==> src/hw/ibf_params.svh <==
`ifndef IBF_PARAMS_SVH
`define IBF_PARAMS_SVH

// Register indices and byte addresses
`define IBF_ADDR_W 12
`define IBF_IDX_CTRL 8'hD8
`define IBF_IDX_DATA 8'hD9
`define IBF_IDX_CFG 8'hDA
`define IBF_ADDR_CTRL {2'h0, `IBF_IDX_CTRL, 2'h0}
`define IBF_ADDR_DATA {2'h0, `IBF_IDX_DATA, 2'h0}
`define IBF_ADDR_CFG {2'h0, `IBF_IDX_CFG, 2'h0}

// Control/status read fields
`define IBF_RB_RBIT 7
`define IBF_RB_ATTN 6
`define IBF_RB_DATA_READY_FLAG 5
`define IBF_RB_ARL 4
`define IBF_RB_STR 3
`define IBF_RB_STP 2
`define IBF_RB_MST 1

// Control/status write fields
`define IBF_WB_CXA 7
`define IBF_WB_IDLE 6
`define IBF_WB_CDR 5
`define IBF_WB_CLEAR_ARB_LOST 4
`define IBF_WB_CLEAR_START_SEEN 3
`define IBF_WB_CLEAR_STOP_SEEN 2
`define IBF_WB_SEND_REPEATED_START 1
`define IBF_WB_SEND_STOP_REQUEST 0

// Data and config fields
`define IBF_DB_BIT 7
`define IBF_CB_OWNREQ 0

// Timing
`define IBF_CLK_NS 10
`define IBF_MIN_TIME_NS 4700
`define IBF_MIN_CYC ((`IBF_MIN_TIME_NS + `IBF_CLK_NS - 1) / `IBF_CLK_NS)
`define IBF_CNT_W 10
`define IBF_STOPCHK_CYC 3

// Bus responses
`define IBF_RESP_OKAY 2'h0
`define IBF_RESP_SLVERR 2'h2

`endif

==> src/hw/ibf_pkg.sv <==
`include "ibf_params.svh"
package ibf_pkg;
   // Master bit sequencer states
   typedef enum logic [4:0]
   {
      IBF_M_IDLE = 5'h01,
      IBF_M_START = 5'h02,
      IBF_M_LOW = 5'h04,
      IBF_M_HIGH = 5'h08,
      IBF_M_STOPCHK = 5'h10
   } ibf_mstate_t;
   typedef logic [`IBF_ADDR_W-1:0] ibf_addr_t;
   typedef logic [31:0] ibf_word_t;
   typedef logic [3:0] ibf_strb_t;
   typedef logic [1:0] ibf_resp_t;
endpackage

==> src/hw/ibf_top.sv <==
`timescale 1ns/1ps
`include "ibf_params.svh"
module ibf_top
(
   input wire logic aclk,
   input wire logic aresetn,
   input wire ibf_pkg::ibf_addr_t s_axi_awaddr,
   input wire logic s_axi_awvalid,
   output logic s_axi_awready,
   input wire ibf_pkg::ibf_word_t s_axi_wdata,
   input wire ibf_pkg::ibf_strb_t s_axi_wstrb,
   input wire logic s_axi_wvalid,
   output logic s_axi_wready,
   output ibf_pkg::ibf_resp_t s_axi_bresp,
   output logic s_axi_bvalid,
   input wire logic s_axi_bready,
   input wire ibf_pkg::ibf_addr_t s_axi_araddr,
   input wire logic s_axi_arvalid,
   output logic s_axi_arready,
   output ibf_pkg::ibf_word_t s_axi_rdata,
   output ibf_pkg::ibf_resp_t s_axi_rresp,
   output logic s_axi_rvalid,
   input wire logic s_axi_rready,
   input wire logic scl_i,
   output logic scl_o,
   output logic scl_oe,
   input wire logic sda_i,
   output logic sda_o,
   output logic sda_oe
);
   import ibf_pkg::*;

   // Pin synchronisers; the first stage is read only by the second
   logic scl_m, scl_s, scl_d;
   logic sda_m, sda_s, sda_d;

   // Bus slave state
   logic aw_held, next_aw_held;
   ibf_addr_t aw_addr, next_aw_addr;
   logic w_held, next_w_held;
   logic [7:0] w_byte, next_w_byte;
   logic w_lane0, next_w_lane0;
   logic bvalid, next_bvalid;
   ibf_resp_t bresp, next_bresp;
   logic rvalid, next_rvalid;
   logic [7:0] rbyte, next_rbyte;
   ibf_resp_t rresp, next_rresp;

   // Bit interface state
   logic data_ready_flag, next_data_ready_flag; // Data ready flag
   logic arb_lost_flag, next_arl; // Arbitration lost flag
   logic str, next_str; // Start seen flag
   logic stop_seen_flag, next_stp; // Stop seen flag
   logic rbit, next_rbit; // Received bit
   logic tx_active, next_tx_active; // Transmit active state
   logic xbit_pend, next_xbit_pend; // Bit written by software
   logic xbit_live, next_xbit_live; // Bit currently applied to SDA
   logic rstart_req, next_rstart_req; // Repeated start pending
   logic stop_req, next_stop_req; // Stop pending
   logic master, next_master; // Bus master status
   logic busy, next_busy; // Frame in progress on the bus
   logic idle, next_idle; // Slave ignoring the bus
   logic drop_master, next_drop_master; // Stop issued after request released
   logic owner_req, next_owner_req; // Bus owner request
   ibf_mstate_t mstate, next_mstate;
   logic [`IBF_CNT_W-1:0] cnt, next_cnt; // Timing counter of the sequencer
   logic next_scl_oe, next_sda_oe;

   // Decoded events
   logic scl_rise, scl_fall, start_det, stop_det;
   logic wr_fire, rd_fire, ctrl_wr, data_wr, cfg_wr, data_rd;
   logic attn, own_start, min_done, chk_done, stop_done, arl_set;
   logic [7:0] wb;

   // Open-drain pins only ever pull low
   assign scl_o = 1'b0;
   assign sda_o = 1'b0;

   // Two-stage sync plus one history stage for edge detection
   always_ff @(posedge aclk)
   begin
      if (!aresetn)
      begin
         scl_m <= 1'b1;
         scl_s <= 1'b1;
         scl_d <= 1'b1;
         sda_m <= 1'b1;
         sda_s <= 1'b1;
         sda_d <= 1'b1;
      end
      else
      begin
         scl_m <= scl_i;
         scl_s <= scl_m;
         scl_d <= scl_s;
         sda_m <= sda_i;
         sda_s <= sda_m;
         sda_d <= sda_s;
      end
   end

   // Bus line events
   assign scl_rise = scl_s & ~scl_d;
   assign scl_fall = ~scl_s & scl_d;
   assign start_det = scl_s & scl_d & sda_d & ~sda_s;
   assign stop_det = scl_s & scl_d & ~sda_d & sda_s;

   // Handshake outputs straight from holding state
   assign s_axi_awready = ~aw_held;
   assign s_axi_wready = ~w_held;
   assign s_axi_arready = ~rvalid;
   assign s_axi_bvalid = bvalid;
   assign s_axi_bresp = bresp;
   assign s_axi_rvalid = rvalid;
   assign s_axi_rresp = rresp;
   assign s_axi_rdata = {24'h000000, rbyte};

   // Write executes once address and data are both held
   assign wr_fire = aw_held & w_held & ~bvalid;
   assign rd_fire = s_axi_arvalid & ~rvalid;
   assign wb = w_byte;
   assign ctrl_wr = wr_fire & w_lane0 & (aw_addr == `IBF_ADDR_CTRL);
   assign data_wr = wr_fire & w_lane0 & (aw_addr == `IBF_ADDR_DATA);
   assign cfg_wr = wr_fire & w_lane0 & (aw_addr == `IBF_ADDR_CFG);
   assign data_rd = rd_fire & (s_axi_araddr == `IBF_ADDR_DATA);

   // Bus slave next state and read mux
   always_comb
   begin
      next_aw_held = (aw_held & ~wr_fire) | (~aw_held & s_axi_awvalid);
      next_aw_addr = aw_held ? aw_addr : s_axi_awaddr;
      next_w_held = (w_held & ~wr_fire) | (~w_held & s_axi_wvalid);
      next_w_byte = w_held ? w_byte : s_axi_wdata[7:0];
      next_w_lane0 = w_held ? w_lane0 : s_axi_wstrb[0];
      next_bvalid = wr_fire | (bvalid & ~s_axi_bready);
      next_bresp = bresp;
      next_rvalid = rd_fire | (rvalid & ~s_axi_rready);
      next_rbyte = rbyte;
      next_rresp = rresp;
      if (wr_fire)
      begin
         // Unmapped addresses answer with an error and change nothing
         if ((aw_addr == `IBF_ADDR_CTRL) || (aw_addr == `IBF_ADDR_DATA) || (aw_addr == `IBF_ADDR_CFG))
            next_bresp = `IBF_RESP_OKAY;
         else
            next_bresp = `IBF_RESP_SLVERR;
      end
      if (rd_fire)
      begin
         next_rresp = `IBF_RESP_OKAY;
         case (s_axi_araddr)
            `IBF_ADDR_CTRL:
               next_rbyte = {rbit, attn, data_ready_flag, arb_lost_flag, str, stop_seen_flag, master, 1'b0};
            `IBF_ADDR_DATA:
               next_rbyte = {rbit, 7'h00};
            `IBF_ADDR_CFG:
               next_rbyte = {7'h00, owner_req};
            default:
            begin
               next_rbyte = 8'h00;
               next_rresp = `IBF_RESP_SLVERR;
            end
         endcase
      end
   end

   // Bus slave registers
   always_ff @(posedge aclk)
   begin
      if (!aresetn)
      begin
         aw_held <= 1'b0;
         aw_addr <= '0;
         w_held <= 1'b0;
         w_byte <= 8'h00;
         w_lane0 <= 1'b0;
         bvalid <= 1'b0;
         bresp <= `IBF_RESP_OKAY;
         rvalid <= 1'b0;
         rbyte <= 8'h00;
         rresp <= `IBF_RESP_OKAY;
      end
      else
      begin
         aw_held <= next_aw_held;
         aw_addr <= next_aw_addr;
         w_held <= next_w_held;
         w_byte <= next_w_byte;
         w_lane0 <= next_w_lane0;
         bvalid <= next_bvalid;
         bresp <= next_bresp;
         rvalid <= next_rvalid;
         rbyte <= next_rbyte;
         rresp <= next_rresp;
      end
   end

   // Shared status terms
   assign attn = data_ready_flag | arb_lost_flag | str | stop_seen_flag;
   assign own_start = (mstate == IBF_M_START);
   assign min_done = (cnt == `IBF_CNT_W'(`IBF_MIN_CYC - 1));
   assign chk_done = (cnt == `IBF_CNT_W'(`IBF_STOPCHK_CYC - 1));
   assign stop_done = (mstate == IBF_M_STOPCHK) & chk_done & sda_s;

   // Loss cases; each needs transmit active, so losing is impossible otherwise
   assign arl_set = tx_active & (
      (scl_rise & xbit_live & ~sda_s) |
      (start_det & xbit_live & ~own_start) |
      ((mstate == IBF_M_HIGH) & rstart_req & scl_fall) |
      ((mstate == IBF_M_STOPCHK) & chk_done & ~sda_s));

   // Flags, transmit state and master status
   always_comb
   begin
      // Hardware sets win over a clear in the same cycle
      next_arl = arl_set | (arb_lost_flag & ~(ctrl_wr & wb[`IBF_WB_CLEAR_ARB_LOST]));
      next_str = (start_det & (master | ~idle) & ~own_start)
         | (str & ~(ctrl_wr & wb[`IBF_WB_CLEAR_START_SEEN]));
      next_stp = (stop_det & (master | ~idle)) | (stop_seen_flag & ~(ctrl_wr & wb[`IBF_WB_CLEAR_STOP_SEEN]));
      next_data_ready_flag = (scl_rise & (master | ~idle))
         | (data_ready_flag & ~((ctrl_wr & wb[`IBF_WB_CDR]) | data_wr | data_rd));
      next_rbit = scl_rise ? sda_s : rbit;
      // Loss overrides every set, so the line is let go at once
      if (arl_set | arb_lost_flag)
         next_tx_active = 1'b0;
      else if (data_wr | (ctrl_wr & (wb[`IBF_WB_SEND_REPEATED_START] | wb[`IBF_WB_SEND_STOP_REQUEST])))
         next_tx_active = 1'b1;
      else if ((ctrl_wr & wb[`IBF_WB_CXA]) | data_rd | stop_done)
         next_tx_active = 1'b0;
      else
         next_tx_active = tx_active;
      // Bit to send next
      if (stop_done)
         next_xbit_pend = 1'b1;
      else if (ctrl_wr & wb[`IBF_WB_SEND_REPEATED_START])
         next_xbit_pend = 1'b1;
      else if (ctrl_wr & wb[`IBF_WB_SEND_STOP_REQUEST])
         next_xbit_pend = 1'b0;
      else if (data_wr)
         next_xbit_pend = wb[`IBF_DB_BIT];
      else
         next_xbit_pend = xbit_pend;
      // A bit written during SCL high waits for the low phase
      if (stop_done)
         next_xbit_live = 1'b1;
      else if (~tx_active)
         next_xbit_live = 1'b1; // Released while idle, so a stale 0 never reappears during SCL high
      else if (~scl_s)
         next_xbit_live = xbit_pend;
      else
         next_xbit_live = xbit_live;
      next_rstart_req = (ctrl_wr & wb[`IBF_WB_SEND_REPEATED_START])
         | (rstart_req & ~(arl_set | ((mstate == IBF_M_HIGH) & scl_s & min_done)));
      next_stop_req = (ctrl_wr & wb[`IBF_WB_SEND_STOP_REQUEST]) | (stop_req & ~(arl_set | stop_done));
      next_busy = start_det | (busy & ~stop_det);
      // Idle only applies to a slave; a start wakes it
      next_idle = (ctrl_wr & wb[`IBF_WB_IDLE] & ~master) | (idle & ~start_det);
      next_owner_req = cfg_wr ? wb[`IBF_CB_OWNREQ] : owner_req;
      next_drop_master = (ctrl_wr & wb[`IBF_WB_SEND_STOP_REQUEST] & ~owner_req) | (drop_master & master);
      // A free bus with the request raised grants mastership
      if (arl_set | (drop_master & stop_det))
         next_master = 1'b0;
      else if (owner_req & ~busy & ~start_det)
         next_master = 1'b1;
      else
         next_master = master;
   end

   // Master bit sequencer next state
   always_comb
   begin
      next_mstate = mstate;
      next_cnt = cnt;
      case (mstate)
         IBF_M_IDLE:
         begin
            next_cnt = '0;
            // Initial start is generated here, never by a software request
            if (master & tx_active & ~busy & ~arb_lost_flag)
               next_mstate = IBF_M_START;
         end
         IBF_M_START:
         begin
            // SDA held low for the minimum before SCL falls
            next_cnt = cnt + 1'b1;
            if (min_done)
            begin
               next_mstate = IBF_M_LOW;
               next_cnt = '0;
            end
         end
         IBF_M_LOW:
         begin
            if (!min_done)
               next_cnt = cnt + 1'b1;
            // Clearing every pending flag ends the low phase; a new bit gets a cycle of setup first
            else if (!attn && (!tx_active || (xbit_live == xbit_pend)))
            begin
               next_mstate = IBF_M_HIGH;
               next_cnt = '0;
            end
         end
         IBF_M_HIGH:
         begin
            if (!scl_s)
            begin
               // Waiting for the line to rise, or someone pulled it low early
               next_cnt = '0;
               if (scl_fall)
                  next_mstate = IBF_M_LOW;
            end
            else if (!min_done)
               next_cnt = cnt + 1'b1;
            else
            begin
               next_cnt = '0;
               if (rstart_req)
                  next_mstate = IBF_M_START;
               else if (stop_req)
                  next_mstate = IBF_M_STOPCHK;
               else
                  next_mstate = IBF_M_LOW;
            end
         end
         IBF_M_STOPCHK:
         begin
            // Let the released SDA settle through the synchroniser
            next_cnt = cnt + 1'b1;
            if (chk_done)
            begin
               next_mstate = IBF_M_IDLE;
               next_cnt = '0;
            end
         end
         default:
         begin
            next_mstate = IBF_M_IDLE;
            next_cnt = '0;
         end
      endcase
      // Loss or lost status abandons the sequence; SCL stays held once low while a flag is pending
      if (arl_set | ~master)
      begin
         next_mstate = IBF_M_IDLE;
         next_cnt = '0;
      end
   end

   // Pin drive computed from next values so pins track state
   always_comb
   begin
      // SDA low only while transmitting; the released phase of a stop overrides
      next_sda_oe = next_tx_active & (next_mstate != IBF_M_STOPCHK)
         & ((next_mstate == IBF_M_START) | ~next_xbit_live);
      // Once SCL is low, any pending flag keeps it low
      next_scl_oe = (next_mstate == IBF_M_LOW)
         | ((next_data_ready_flag | next_arl | next_str | next_stp) & (scl_oe | ~scl_s));
   end

   // Bit interface registers
   always_ff @(posedge aclk)
   begin
      if (!aresetn)
      begin
         data_ready_flag <= 1'b0;
         arb_lost_flag <= 1'b0;
         str <= 1'b0;
         stop_seen_flag <= 1'b0;
         rbit <= 1'b0;
         tx_active <= 1'b0;
         xbit_pend <= 1'b1;
         xbit_live <= 1'b1;
         rstart_req <= 1'b0;
         stop_req <= 1'b0;
         master <= 1'b0;
         busy <= 1'b0;
         idle <= 1'b1;
         drop_master <= 1'b0;
         owner_req <= 1'b0;
         mstate <= IBF_M_IDLE;
         cnt <= '0;
         scl_oe <= 1'b0;
         sda_oe <= 1'b0;
      end
      else
      begin
         data_ready_flag <= next_data_ready_flag;
         arb_lost_flag <= next_arl;
         str <= next_str;
         stop_seen_flag <= next_stp;
         rbit <= next_rbit;
         tx_active <= next_tx_active;
         xbit_pend <= next_xbit_pend;
         xbit_live <= next_xbit_live;
         rstart_req <= next_rstart_req;
         stop_req <= next_stop_req;
         master <= next_master;
         busy <= next_busy;
         idle <= next_idle;
         drop_master <= next_drop_master;
         owner_req <= next_owner_req;
         mstate <= next_mstate;
         cnt <= next_cnt;
         scl_oe <= next_scl_oe;
         sda_oe <= next_sda_oe;
      end
   end
endmodule
==> config.mk <==
export PLATFORM = sky130hd
export DESIGN_NAME = ibf_top
export DESIGN_NICKNAME = d
export VERILOG_FILES = /design/src/hw/ibf_pkg.sv /design/src/hw/ibf_top.sv
export VERILOG_INCLUDE_DIRS = /design/src /design/src/hw
export SDC_FILE = /design/constraint.sdc
export NUM_CORES = 1
export LEC_CHECK = 0
export BUFFER_PORTS_ARGS = -buffer_cell sky130_fd_sc_hd__buf_2
export CORE_MARGIN = 5
export CORE_UTILIZATION = 55
export DETAILED_ROUTE_END_ITERATION = 6
export GPL_ROUTABILITY_DRIVEN = 0
export HOLD_SLACK_MARGIN = 0.02
export PLACE_DENSITY = 0.83
export SETUP_SLACK_MARGIN = 0.15
export SLEW_MARGIN = 20
export SYNTH_ARGS = -nofsm -noshare
export SYNTH_HDL_FRONTEND = slang
export SYNTH_SLANG_ARGS = --single-unit
==> constraint.sdc <==
create_clock -name aclk -period 4.8 [get_ports aclk]
set_input_delay 0.72 -clock aclk [delete_from_list [all_inputs] [get_ports aclk]]
set_output_delay 0.72 -clock aclk [all_outputs]
set_load 0.005 [all_outputs]
==> summary.md <==
| Metric | Value |
|---|---|
| Total clock buffers created by CTS | `9` |
| # H-tree levels | `3` |
| Residual DRC count | `0` |
| Period utilisation layout | `a little over half` |
| Setup ws final | `2.17 ns` |
| Multiplexer share of the synthesized area | `6.91%` |
| Port buffer count | `58` |
| Clock sinks | `73` |
| Worst-margin pin slew | `0.862 ns` |
| Crit-path max FO | `15` |
| Max Clk Rate | `380 MHz` |
| Worst Path Arrival | `2.84 ns` |
| Drt pass-1 iters | `5` |
| Unique masters post-synth | `56` |
| Cell area power density | `a little under 300 nW/um^2` |
| Final hold slack | `0.418 ns` |
| Post-synthesis xor/xnor area fraction | `1.21%` |
| Yosys reg bits | `73` |
| Worst min path class | `reg2reg` |
| Routed Antenna Nets | `0` |
| Diode count | `0` |
| Largest net degree at the start of global routing | `59` |
| WP data required | `5.01 ns` |
| Final #Nets | `536` |
| CTS tree | `built` |
| Post-Route WL | `7940 um` |
| Detailed-route via count | `3,065` |
| Post-synth EDFFs | `0` |
| Initial antenna violation count | `0` |
| # setup viols final | `0` |
| Place WS | `approximately 2 ns` |
| Total global routing overflow | `0` |
| Routed WL per cell | `14.5 um` |
| Fin cells | `between 500 and 600` |
| RSZ-0062 raised after global routing | `no` |
| CTS-repair resized insts | `0` |
| Status | `finished clean` |
| Syn Std Cell Area | `around 3600 sq um` |
| Worst vdd ir | `0.000202 V` |
| Layout cells sized above 1 | `17.9%` |
| Hold-fix buffer count after cts | `0` |
| Clock skew | `~0.0098 ns` |
| Post-synthesis sequential area ratio | `40.3%` |
| Post-synthesis adder-cell area fraction | `1.04%` |
| Largest family of logic cells by synthesized area | `simple AND/OR/NAND/NOR gates` |
| Die Y | `91.2 um` |
| Total Neg Setup Slack | `0 ns` |
| Vias in the first global route | `slightly below 3,000` |
| FFs w/ async S/R, synth | `0%` |
| # Post-CTS Setup Buffers | `0` |
| Fin. Hold Viols | `0` |
| Main synth FF type | `dfxtp_1` |
| Leak | `1.63 nW` |
| Post-DP HPWL | `5760 um` |
| Row Count | `29` |
| Dpl cells | `530` |
| Final Critical Period | `2.63 ns` |
| Initial Util | `between 50% and 60%` |
| Die area | `a little over 8000 sq um` |
| Most frequent cells after synthesis | `dfxtp_1 (73), nor2b_1 (38), nor2_1 (32)` |
| Vias/cell | `5.61` |
| Root Driver | `clkbuf_8` |
| Final Power | `1.20 mW` |
| Worst-path clk slew | `0.08 ns` |
| Clock Path Buffers | `2` |
| Core Box Area | `6390 sq um` |
| Worst setup path class | `reg2reg` |
| Yosys Warn Count | `0` |
| Max-Cap Viols | `0` |
| Initial DRC Count | `around 230` |
| Post-synth top area share | `about two fifths` |
| Clk Latency, worst-skew pair | `0.35 ns` |
| Synth top area cells | `dfxtp_1 (40%), mux2i_1 (6.9%), nor2b_1 (6.6%)` |
| Setup crit end kind | `register` |
| CP Launch Type | `register` |
| Final Slew Violations | `0` |
| Slew headroom | `42.5%` |
| Most frequent cell after synthesis | `dfxtp_1` |
| All-Layer GR Usage | `between 10% and 20%` |
| Synth Area in Compound Gates | `a little under an eighth` |
| First-pass GRT wire length | `13,200 um` |
| Yosys top cell by area | `dfxtp_1` |
| Area delta synth->final | `10.9%` |
| # IOs | `around 110` |
| DIE WIDTH | `91.2 um` |
| Avg Inst Size Synth | `8.79 sq um` |
| Fill cell count | `about 540` |
| Simple-gate share of the synthesized area | `29.7%` |
| Cells after Synth | `between 400 and 500` |
-- final timing paths --
check	from	to	slack [ns]	cells after the start
max	aw_held$_SDFF_PN0_	scl_oe$_SDFF_PN0_	2.17	6
min	sda_m$_SDFF_PN1_	sda_s$_SDFF_PN1_	0.42	1
max reg2reg	aw_held$_SDFF_PN0_	scl_oe$_SDFF_PN0_	2.17	6
min reg2reg	sda_m$_SDFF_PN1_	sda_s$_SDFF_PN1_	0.42	1
-- worst max-delay path: stages (launching register included) --
cell and delay, ns:
dfxtp_1 0.79, and3b_1 0.37, nand4_1 0.25, nor3b_2 0.45
o2111ai_1 0.16, nor3b_1 0.33, o22ai_1 0.15
-- layer usage --
layer | track usage [%] | routed length [um] | vias to the layer above
met1 | 23.1 | 3350 | 1417
met4 | 7.82 | 110 | 0
met3 | 4.79 | 548 | 16
met2 | 31.8 | 3930 | 137
li1 | - | - | 1495
met5 | 0 | 0 | -
-- power breakdown --
part / leakage (nW) / total, mW / switching [mW] / internal (mW)
clock network: 0.0933 / 0.464 / 0.224 / 0.240
logic: 0.944 / 0.0844 / 0.0394 / 0.0450
registers: 0.596 / 0.648 / 0.0230 / 0.625
-- area by class of cell --
cell class | instances | area (sq um) | area share, %
Clock inverter | 5 | 56.3 | 1.40
Tap cell | 77 | 96.3 | 2.40
Sequential cell | 73 | 1460 | 36.4
Inverter | 13 | 48.8 | 1.21
Timing Repair Buffer | 58 | 290 | 7.23
Multi-Input combinational cell | 309 | 1930 | 48.1
Clock buffer | 11 | 131 | 3.27
-- stage by stage --
step,util [%],cell area (sq um)
2_1_floorplan,-,3720
3_5_place_dp,60.0,3830
6_report,62.9,4020
4_1_cts,62.9,4020
5_1_grt,62.9,4020
3_3_place_gp,60.0,3830
-- registers in the layout (all words and copies together), names as in the netlist, 5 cells and up --
| signal | count |
|---|---|
| mstate | 5 |
| cnt | 10 |
| w_byte | 8 |
| aw_addr | 12 |
| rbyte | 8 |
-- logic make-up after synthesis --
| family | after synthesis |
|---|---|
| buffers and inverters | 57 |
| XOR/XNOR | 5 |
| other | 1 |
| AND/OR/NAND/NOR | 184 |
| AO/OA/AOI/OAI | 64 |
| flip-flops | 73 |
| adder cells (fa/ha/maj) | 3 |
| multiplexers | 25 |
-- placed cells by master (no fill, tap or decap), types with 11 or more instances in the layout --
cell,n
a21oi_1,18
nand3_1,12
nand2b_1,12
conb_1,28
nor3_1,11
buf_2,58
mux2i_1,25
nor2_1,32
nand2_1,25
dfxtp_1,73
nor2b_1,38
inv_1,13
Note: power is estimated with default switching activity, not from simulation.
